### src/rtl/rrmux_pkg.sv
// Package of constants and types for the readback register multiplexer.
package rrmux_pkg;

  // ----------------------------------------------------------------------
  // Register map
  // ----------------------------------------------------------------------
  localparam logic [4:0] READBACK_VALUE_ADDR = 5'h1f;
  localparam logic [4:0] READBACK_SELECT_ADDR = 5'h1d;
  localparam logic [4:0] DEMAND_ADDR = 5'h1e;

  // ----------------------------------------------------------------------
  // Field positions
  // ----------------------------------------------------------------------
  localparam int FAULT_FLAG_POS = 15;
  localparam int POR_FLAG_POS = 14;
  localparam int SERIAL_ERR_POS = 13;
  localparam int SEL_LSB = 1;
  localparam int SEL_MSB = 3;
  localparam int DEMAND_LSB = 1;
  localparam int DEMAND_MSB = 10;

  // ----------------------------------------------------------------------
  // Reset values
  // ----------------------------------------------------------------------
  localparam logic [2:0] SEL_RESET = 3'h0;
  localparam logic [9:0] DEMAND_RESET = 10'h000;
  localparam logic [15:0] WORD_RESET = 16'h0000;

  // Readback sources, one per code of the select field.
  typedef enum logic [2:0] {
    RRMUX_SRC_DIAG = 3'h0,
    RRMUX_SRC_SPEED = 3'h1,
    RRMUX_SRC_CURRENT = 3'h2,
    RRMUX_SRC_SUPPLY = 3'h3,
    RRMUX_SRC_TEMP = 3'h4,
    RRMUX_SRC_DEMAND = 3'h5,
    RRMUX_SRC_DUTY = 3'h6,
    RRMUX_SRC_ADVANCE = 3'h7
  } rrmux_src_t;

  // Advance count that stands for the clamped 60 degree value in manual mode.
  localparam logic [9:0] ADV_MANUAL_MAX = 10'h03f;

endpackage

### src/rtl/rrmux_top.sv
// Readback register multiplexer of the motor controller serial register bank.
//
// Contract
// Top three bits carry fault, reset, serial-error flags.
// Select field picks one of eight sources.
// Code 0: bits 8..6 are bootstrap faults.
// Code 0: bits 5..0 VDS faults, bit 9 overspeed.
// Code 1 returns electrical speed count.
// Overflow bit is the eleventh speed bit; the code puts it at code 0 bit 9 and code 1 bit 10 reads 0.
// Speed stays valid during forward windmill detection.
// Code 2 returns average supply current count.
// Code 3 returns supply voltage count.
// Code 4 returns chip temperature count.
// Code 5 echoes last written demand value.
// Code 6 returns applied peak duty cycle.
// Code 7 manual: advance count, 63 means 60.
// Code 7 automatic: advance count linear, unchanged.
// Writes to address 31 change nothing.
// Select field lives in select register, resets 0.
// Value captured once at read frame start.
`timescale 1ns/1ns
module rrmux_top (
  input wire logic CLK_SYS_I,
  input wire logic RST_I,
  input wire logic FRAME_START_I,
  input wire logic [4:0] ADDR_I,
  input wire logic WRITE_I,
  input wire logic [15:0] WDATA_I,
  input wire logic SUMMARY_FAULT_FLAG_I,
  input wire logic POR_FLAG_I,
  input wire logic SERIAL_ERROR_FLAG_I,
  input wire logic SPEED_OVERFLOW_BIT_I,
  input wire logic [2:0] BOOT_FAULT_I,
  input wire logic [5:0] VDS_FAULT_I,
  input wire logic [9:0] SPEED_COUNT_I,
  input wire logic SPEED_VALID_I,
  input wire logic WINDMILL_FWD_I,
  input wire logic [9:0] CURRENT_COUNT_I,
  input wire logic [9:0] SUPPLY_COUNT_I,
  input wire logic [9:0] TEMP_COUNT_I,
  input wire logic [9:0] DUTY_COUNT_I,
  input wire logic [9:0] ADVANCE_COUNT_I,
  input wire logic ADVANCE_MODE_SELECT_I,
  output logic [15:0] READBACK_VALUE_O,
  output logic [2:0] READBACK_SOURCE_SELECT_O,
  output logic [9:0] DEMAND_VALUE_O
);

  // ----------------------------------------------------------------------
  // Writable registers
  // ----------------------------------------------------------------------
  logic [2:0] sel;
  logic [9:0] demand;
  logic [9:0] speed_hold;
  wire sel_wr = WRITE_I && (ADDR_I == rrmux_pkg::READBACK_SELECT_ADDR);
  wire dem_wr = WRITE_I && (ADDR_I == rrmux_pkg::DEMAND_ADDR);
  wire [2:0] next_sel = sel_wr ? WDATA_I[rrmux_pkg::SEL_MSB:rrmux_pkg::SEL_LSB] : sel;
  wire [9:0] next_demand = dem_wr ?
    WDATA_I[rrmux_pkg::DEMAND_MSB:rrmux_pkg::DEMAND_LSB] : demand;

  always_ff @(posedge CLK_SYS_I or posedge RST_I) begin
    if (RST_I) begin
      sel <= rrmux_pkg::SEL_RESET;
      demand <= rrmux_pkg::DEMAND_RESET;
    end else begin
      sel <= next_sel;
      demand <= next_demand;
    end
  end

  // ----------------------------------------------------------------------
  // Source selection
  // ----------------------------------------------------------------------
  // The speed count is followed while driving or windmilling forward, and
  // held otherwise so a stale transient never reaches the host.
  wire speed_live = SPEED_VALID_I || WINDMILL_FWD_I;
  wire [9:0] next_speed_hold = speed_live ? SPEED_COUNT_I : speed_hold;
  always_ff @(posedge CLK_SYS_I or posedge RST_I) begin
    if (RST_I) begin
      speed_hold <= rrmux_pkg::DEMAND_RESET;
    end else begin
      speed_hold <= next_speed_hold;
    end
  end

  wire [9:0] diag_word = {SPEED_OVERFLOW_BIT_I, BOOT_FAULT_I, VDS_FAULT_I};
  wire [9:0] speed_word = speed_live ? SPEED_COUNT_I : speed_hold;
  // Manual mode tops out at the clamp code; automatic is passed linearly.
  wire adv_over = !ADVANCE_MODE_SELECT_I && (ADVANCE_COUNT_I > rrmux_pkg::ADV_MANUAL_MAX);
  wire [9:0] adv_word = adv_over ? rrmux_pkg::ADV_MANUAL_MAX : ADVANCE_COUNT_I;

  logic [9:0] sel_word;
  always_comb begin
    unique case (rrmux_pkg::rrmux_src_t'(sel))
      rrmux_pkg::RRMUX_SRC_DIAG: sel_word = diag_word;
      rrmux_pkg::RRMUX_SRC_SPEED: sel_word = speed_word;
      rrmux_pkg::RRMUX_SRC_CURRENT: sel_word = CURRENT_COUNT_I;
      rrmux_pkg::RRMUX_SRC_SUPPLY: sel_word = SUPPLY_COUNT_I;
      rrmux_pkg::RRMUX_SRC_TEMP: sel_word = TEMP_COUNT_I;
      rrmux_pkg::RRMUX_SRC_DEMAND: sel_word = demand;
      rrmux_pkg::RRMUX_SRC_DUTY: sel_word = DUTY_COUNT_I;
      rrmux_pkg::RRMUX_SRC_ADVANCE: sel_word = adv_word;
    endcase
  end

  wire [15:0] live_word = {SUMMARY_FAULT_FLAG_I, POR_FLAG_I, SERIAL_ERROR_FLAG_I,
                           3'h0, sel_word};

  // ----------------------------------------------------------------------
  // Frame capture
  // ----------------------------------------------------------------------
  // Capturing once per frame keeps all sixteen shifted bits from one instant.
  wire [15:0] next_word = FRAME_START_I ? live_word : READBACK_VALUE_O;
  always_ff @(posedge CLK_SYS_I or posedge RST_I) begin
    if (RST_I) begin
      READBACK_VALUE_O <= rrmux_pkg::WORD_RESET;
      READBACK_SOURCE_SELECT_O <= rrmux_pkg::SEL_RESET;
      DEMAND_VALUE_O <= rrmux_pkg::DEMAND_RESET;
    end else begin
      READBACK_VALUE_O <= next_word;
      READBACK_SOURCE_SELECT_O <= next_sel;
      DEMAND_VALUE_O <= next_demand;
    end
  end
endmodule

### config.mk
export PLATFORM = sky130hd
export DESIGN_NAME = rrmux_top
export DESIGN_NICKNAME = d
export VERILOG_FILES = /design/src/rtl/rrmux_pkg.sv /design/src/rtl/rrmux_top.sv
export SDC_FILE = /design/constraint.sdc
export NUM_CORES = 1
export LEC_CHECK = 0
export ABC_AREA = 1
export BUFFER_PORTS_ARGS = -buffer_cell sky130_fd_sc_hd__clkbuf_2
export CAP_MARGIN = 5
export CORE_UTILIZATION = 35
export CTS_CLUSTER_SIZE = 10
export DETAILED_ROUTE_END_ITERATION = 8
export PLACE_DENSITY = 0.66
export SLEW_MARGIN = 20
export SYNTH_ARGS = -nofsm -noshare
export SYNTH_HDL_FRONTEND = slang
export SYNTH_SLANG_ARGS = --single-unit
### constraint.sdc
create_clock -name CLK_SYS_I -period 2.39 [get_ports CLK_SYS_I]
set_input_delay 0.239 -clock CLK_SYS_I [delete_from_list [all_inputs] [get_ports CLK_SYS_I]]
set_output_delay 0.239 -clock CLK_SYS_I [all_outputs]
set_load 0.01 [all_outputs]
==> results.py, run 1 <==
metrics = {
    "routing": {
        "drc": 5,
        "drt_iter0_markers": 114,
        "vias": 2627,
        "firstDrtPassIters": 8,
        "drtAntennaViolNets": 0,
        "wl_per_cell_um": 13.01,
        "wirelength_um": 7053,
        "viasPerCell": 4.847,
    },
    "power_and_ir_drop": {
        "p_switching_uw": 866.2,
        "power.leakage_nw": 1.871,
        "swShare": 0.4100,
        "clock_power_share": 0.193,
        "ir_drop_mv": 0.2913,
        "p_per_area_nw_per_um2": 692.6,
        "comb_power_share": 0.415,
        "p_int_mw": 1.246,
        "p_seq_frac": 0.391,
    },
    "cts": {
        "htreeDepth": 2,
        "post_cts_buffers": 0,
        "cts_root_buffer": "clkbuf_8",
        "hold_buffers": 0,
        "cts_buffer_depth": 2,
        "clock_sinks": 36,
        "clkTransAtPathRegs_ns": 0.07,
        "insertion_delay_ns": 0.29,
        "tritoncts": "built",
        "cts_made_buffers": 5,
        "cts_resized": 0,
    },
    "synthesis": {
        "yosys_warnings": 0,
        "synthArstFlopShare": 1.000,
        "yosys.area_share.xor_xnor": 0,
        "synthCells": 353,
        "synth_common_cells": "nand2_1 (131), inv_1 (42), nand4_1 (39)",
        "synth_most_common_cell": "nand2_1",
        "yosys-mux-area-fraction": 0,
        "yosysTopAreaCell": "dfrtp_1",
        "synth_top_area_frac": 0.3832,
        "yosys-top-cells-area": "dfrtp_1 (38%), nand2_1 (21%), nand4_1 (10%)",
        "synthSimpleGateAreaFrac": 0.4183,
        "syn_area_um2": 2351,
        "yosys.area_share.adder": 0,
        "synth_compound_area_frac": 0.07238,
        "synth_flop_cell": "dfrtp_1",
        "synth_top_family_by_area": "simple AND/OR/NAND/NOR gates",
        "ys_ff_latch": 36,
        "synthDistinctLibCells": 25,
        "synth.avg_cell_area_um2": 6.660,
        "synth_edf_count": 0,
        "ys_seq_area_frac": 0.3832,
    },
    "sta": {
        "fmax_mhz": 588.0,
        "fin_hold_ws_ns": 0.01793,
        "fin_crit_ns": 1.701,
        "worst_pin_slew_ns": 0.7281,
        "finalClockSkew_ns": 0.006071,
        "post-route-period-util": 0.7116,
        "setup_tns_ns": 0,
        "hold_viol_final": 0,
        "finalSetupViolCount": 0,
        "rsz0062_at_grt": "no",
        "slew_violations": 0,
        "relSlewSlack": 0.5101,
    },
    "global_routing": {
        "antenna_found_initial": 0,
        "overflow": 0,
        "grt_pass1_vias": 2420,
        "grt_max_degree": 37,
        "grt_usage": 0.2114,
        "grt_pass1_wl_um": 11660,
    },
    "run_status": {
        "violations": "DRC",
        "status": "finished with violations",
    },
    "worst_setup_path": {
        "cp_max_fo": 22,
        "arrival_ns": 1.89,
        "crit_type": "reg -> reg",
        "endpoint_kind": "flop",
        "cp-start-kind": "flop",
        "required_ns": 2.58,
        "r2r_slack_ns": 0.69,
    },
    "floorplan": {
        "core_um2": 6422,
        "die_y_um": 83.96,
        "die_area_um2": 7049,
        "die_w_um": 83.96,
        "rows": 29,
        "io_pins": 130,
        "start_util": 0.3661,
    },
    "finish": {
        "layout-drive-gt1-share": 0.3011,
        "num_antenna_cells": 0,
        "nets": 566,
        "instances_no_fill": 542,
        "area.growth.synth_to_final_pct": 29.75,
    },
    "place": {
        "dpl.cell_count": 535,
        "routabilityCongestion": 0.8157,
        "dpl.hpwl_um": 5555,
        "io_buffers": 120,
    },
    "min_path": {
        "min_path_type": "in -> async",
    },
    "run": {
        "maxCapViolCount": 0,
    },
}
[per-stage QoR]
| step | total power [mW] | setup WS, ns | utilization | area, um^2 |
|---|---|---|---|---|
| 6_report | 2.113 | 0.6894 | 0.4750 | 3050 |
| 5_1_grt | 2.267 | 0.4812 | 0.4750 | 3050 |
| 4_1_cts | 2.119 | 0.6956 | 0.4750 | 3050 |
| 3_5_place_dp | 1.713 | 0.7111 | 0.4629 | 2973 |
| 3_3_place_gp | 1.696 | 0.7397 | 0.4629 | 2973 |
| 2_1_floorplan | 1.388 | 1.057 | - | 2359 |
[path summary, 6_finish.rpt]
path	start	depth (start not counted)	to
max reg2reg	READBACK_SOURCE_SELECT_O[2]	7	READBACK_VALUE_O[7]
max in group asynchronous	RST_I	3	speed_hold[6]
min in group CLK_SYS_I	POR_FLAG_I	3	READBACK_VALUE_O[14]
min reg2reg	READBACK_VALUE_O[13]	2	READBACK_VALUE_O[13]
min	RST_I	3	DEMAND_VALUE_O[3]
max	READBACK_SOURCE_SELECT_O[2]	7	READBACK_VALUE_O[7]
[area by class of cell]
type	count	area [um^2]
clock inverter	1	5.005
tap	77	96.34
sequential	36	900.9
timing repair buffer	126	645.6
fill	677	3372
clock buffer	6	72.57
inverter	44	165.2
multi-input combinational	252	1165
[kinds of logic after synthesis]
logic type	count (synthesis)
other	1
AO/OA/AOI/OAI	33
buffers and inverters	67
flip-flops	36
AND/OR/NAND/NOR	216
[state kept, by name, indices dropped and copies added (netlist names)]
signal                    flops
DEMAND_VALUE_O               10
READBACK_SOURCE_SELECT_O      3
READBACK_VALUE_O             13
speed_hold                   10
[worst max-delay path, stage by stage, from the launching register on]
cell and delay (ns):
dfrtp_1 0.58, inv_2 0.28, nand3_4 0.27, nand2_1 0.08
a21oi_1 0.12, nand3_1 0.13, nand2_1 0.09, nand2_1 0.04
[per-layer routing]
layer	GRT usage	wire (um)
met1	0.2714	3120
met2	0.3584	3365
met3	0.04847	496
met4	0.05329	71
met5	0	0
[power by group through the flow]
stage / Combinational (mW) / Clock (mW) / Sequential (mW)
6_report: 0.878 / 0.408 / 0.827
5_1_grt: 0.980 / 0.444 / 0.842
4_1_cts: 0.879 / 0.415 / 0.825
3_5_place_dp: 0.876 / 0 / 0.837
3_3_place_gp: 0.860 / 0 / 0.835
2_1_floorplan: 0.527 / 0 / 0.861
[layout by cell type, fill, tap and decap left out]
cell,synthesis,routed
a21oi_1,8,8
o21bai_1,1,1
nor2_1,15,15
nand3_4,1,1
and2_1,1,1
nand3_2,1,1
clkbuf_1,6,1
o211ai_1,1,1
nor3_4,1,1
dfrtp_1,36,36
inv_1,42,42
nand4_1,39,39
nand3_1,22,22
clkbuf_8,0,5
o21ai_1,1,1
conb_1,1,3
o21ai_0,22,22
nor2_2,2,2
clkbuf_2,0,120
or2_2,1,1
and3_1,1,1
nand2_1,131,131
buf_4,3,6
inv_2,2,2
clkinv_2,0,1
nor4_1,1,1
Power figures use the tool's default switching activity.
==> inputs of run 2 (changes only) <==
PLACE_DENSITY = 0.68   (was 0.66)
clock period = 1.4 ns   (was 2.39 ns; I/O delays follow)
==> results.py, run 2 (same netlist as run 1, synthesis figures left out) <==
metrics = {
    "run_status": {
        "status": "finished with violations",
        "violations": "DRC",
    },
    "place": {
        "io_buffers": 120,
        "placed_area_um2": 3078,
        "routabilityCongestion": 0.8356,
        "dpl.hpwl_um": 5535,
    },
    "worst_setup_path": {
        "path_cells": "buf_12 > buf_4 > nand3_2 > nand2_2 > a21oi_2 > nand3_1 > nand2_1 > nand2_1",
        "r2r_slack_ns": 0.04,
        "cp-start-kind": "flop",
        "regToRegEndpoint": "READBACK_VALUE_O[3]",
        "crit_top_cell": "nand2_1",
        "crit_type": "reg -> reg",
        "reg2reg_from": "READBACK_SOURCE_SELECT_O[2]",
        "ff2ff_path_depth": 8,
        "required_ns": 1.59,
        "cpPeakStageDelay_ns": 0.49,
        "endpoint_kind": "flop",
        "cp_max_fo": 6,
        "crit_slowest_cell": "dfrtp_2",
        "arrival_ns": 1.55,
    },
    "sta": {
        "fin_hold_ws_ns": 0.04876,
        "finalSetupViolCount": 0,
        "hold_viol_final": 0,
        "fmax_mhz": 734.2,
        "slew_violations": 0,
        "finalClockSkew_ns": 0.008574,
        "fin_crit_ns": 1.362,
        "rsz0062_at_grt": "yes",
        "post-route-period-util": 0.9728,
    },
    "power_and_ir_drop": {
        "ir_drop_mv": 0.5557,
        "p_per_area_nw_per_um2": 1202,
        "power.leakage_nw": 2.025,
    },
    "cts": {
        "tritoncts": "built",
        "clock_sinks": 36,
        "cts_made_buffers": 5,
        "cts_root_buffer": "clkbuf_8",
        "cts_buffer_depth": 2,
        "insertion_delay_ns": 0.29,
        "clkTransAtPathRegs_ns": 0.08,
        "htreeDepth": 2,
    },
    "floorplan": {
        "core_um2": 6422,
        "rows": 29,
        "die_area_um2": 7049,
        "io_pins": 130,
        "die_y_um": 83.96,
        "die_w_um": 83.96,
        "start_util": 0.3661,
    },
    "finish": {
        "design_area_um2": 3417,
        "layout-drive-gt1-share": 0.3860,
        "top_register": "READBACK_VALUE_O",
        "largest_reg_flops": 13,
        "layout_common_cells": "nand2_1 (128), clkbuf_2 (120), inv_1 (40), nand4_1 (39), dfrtp_1 (33)",
        "area.growth.synth_to_final_pct": 45.34,
        "layout_commonest_cell": "nand2_1",
        "top_regs": "READBACK_VALUE_O: 13 flops, DEMAND_VALUE_O: 10 flops, speed_hold: 10 flops",
        "nets": 587,
        "num_antenna_cells": 0,
    },
    "routing": {
        "drtAntennaViolNets": 0,
        "viasPerCell": 4.906,
        "wl_per_cell_um": 13.20,
        "drt_iter0_markers": 170,
        "wirelength_um": 7447,
        "vias": 2767,
        "drc": 8,
        "firstDrtPassIters": 6,
    },
    "global_routing": {
        "overflow": 0,
        "grt_usage": 0.2040,
        "use_met1": 0.2640,
        "antenna_found_initial": 0,
        "grt_pass1_vias": 2418,
        "busiest_layer": "met2",
        "met3_usage": 0.03462,
        "grt_max_degree": 37,
        "grt_pass1_wl_um": 11370,
        "grt_use_met2": 0.3458,
    },
    "run": {
        "maxCapViolCount": 0,
    },
    "min_path": {
        "min-delay-start": "SERIAL_ERROR_FLAG_I",
        "min_to": "READBACK_VALUE_O[13]",
        "hold_path_depth": 3,
        "min_path_type": "in -> reg",
    },
}
## run 2: cell count changes in the layout (fill, tap and decap cells not counted), sizes merged
cell,delta
clkinv,+3
buf,+17
inv,-1
nor2,+1
dlygate4sd3,+1
nand3,+1
## run 2: routing by layer
layer,up-vias,share of wire
met3,9,0.051
met2,91,0.50
met1,1259,0.44
li1,1408,-
met4,0,0.014
met5,-,0
## run 2: worst max path at each step
stage | startpoint | endpoint | depth (start not counted)
finish | READBACK_SOURCE_SELECT_O[2] | READBACK_VALUE_O[3] | 8
floorplan | READBACK_SOURCE_SELECT_O[1] | READBACK_VALUE_O[0] | 8
detailed placement | READBACK_SOURCE_SELECT_O[1] | READBACK_VALUE_O[1] | 8
global route | READBACK_SOURCE_SELECT_O[0] | READBACK_VALUE_O[8] | 8
global placement | READBACK_SOURCE_SELECT_O[1] | READBACK_VALUE_O[7] | 6
CTS | READBACK_SOURCE_SELECT_O[0] | READBACK_VALUE_O[7] | 7
## run 2: cell type report
class                           instances  area, um^2
Fill cell                             649        3005
Multi-Input combinational cell        254        1277
Sequential cell                        36       904.6
Timing Repair Buffer                  145       875.8
Inverter                               44       175.2
Tap cell                               77       96.34
Clock buffer                            5       68.82
Clock inverter                          3       18.77
## run 2: per-stage QoR
step	util	worst slack [ns]	std cells	total power, mW	setup TNS, ns
after floorplan	-	0.06666	355	2.370	0
after global placement	0.4793	0.03178	544	3.035	0
after detailed placement	0.4793	-0.02012	544	3.062	-0.08632
after CTS	0.4970	0.01043	555	3.810	0
after global routing	0.5320	-0.05882	564	4.388	-0.1466
final	0.5320	0.03806	564	4.106	0
## run 2: what timing repair did
item,in CTS,in global routing
buffers inserted,2,6
cloned,0,3
hold buffers,1,0
setup endpoints to repair,9,10
hold endpoints to repair,36,0
pin swaps,1,19
resized for setup,2,40
## run 2: power by group
group / switching, mW / total (mW) / internal (mW)
logic: 1.12 / 1.96 / 0.842
registers: 0.163 / 1.41 / 1.25
clock network: 0.387 / 0.734 / 0.347
## run 2: critical path, delay by kind of cell (launching register included)
| kind | cells | cell delay [ns] |
|---|---|---|
| AO/OA/AOI/OAI | 1 | 0.11 |
| buffers and inverters | 2 | 0.31 |
| flip-flops | 1 | 0.49 |
| AND/OR/NAND/NOR | 5 | 0.36 |
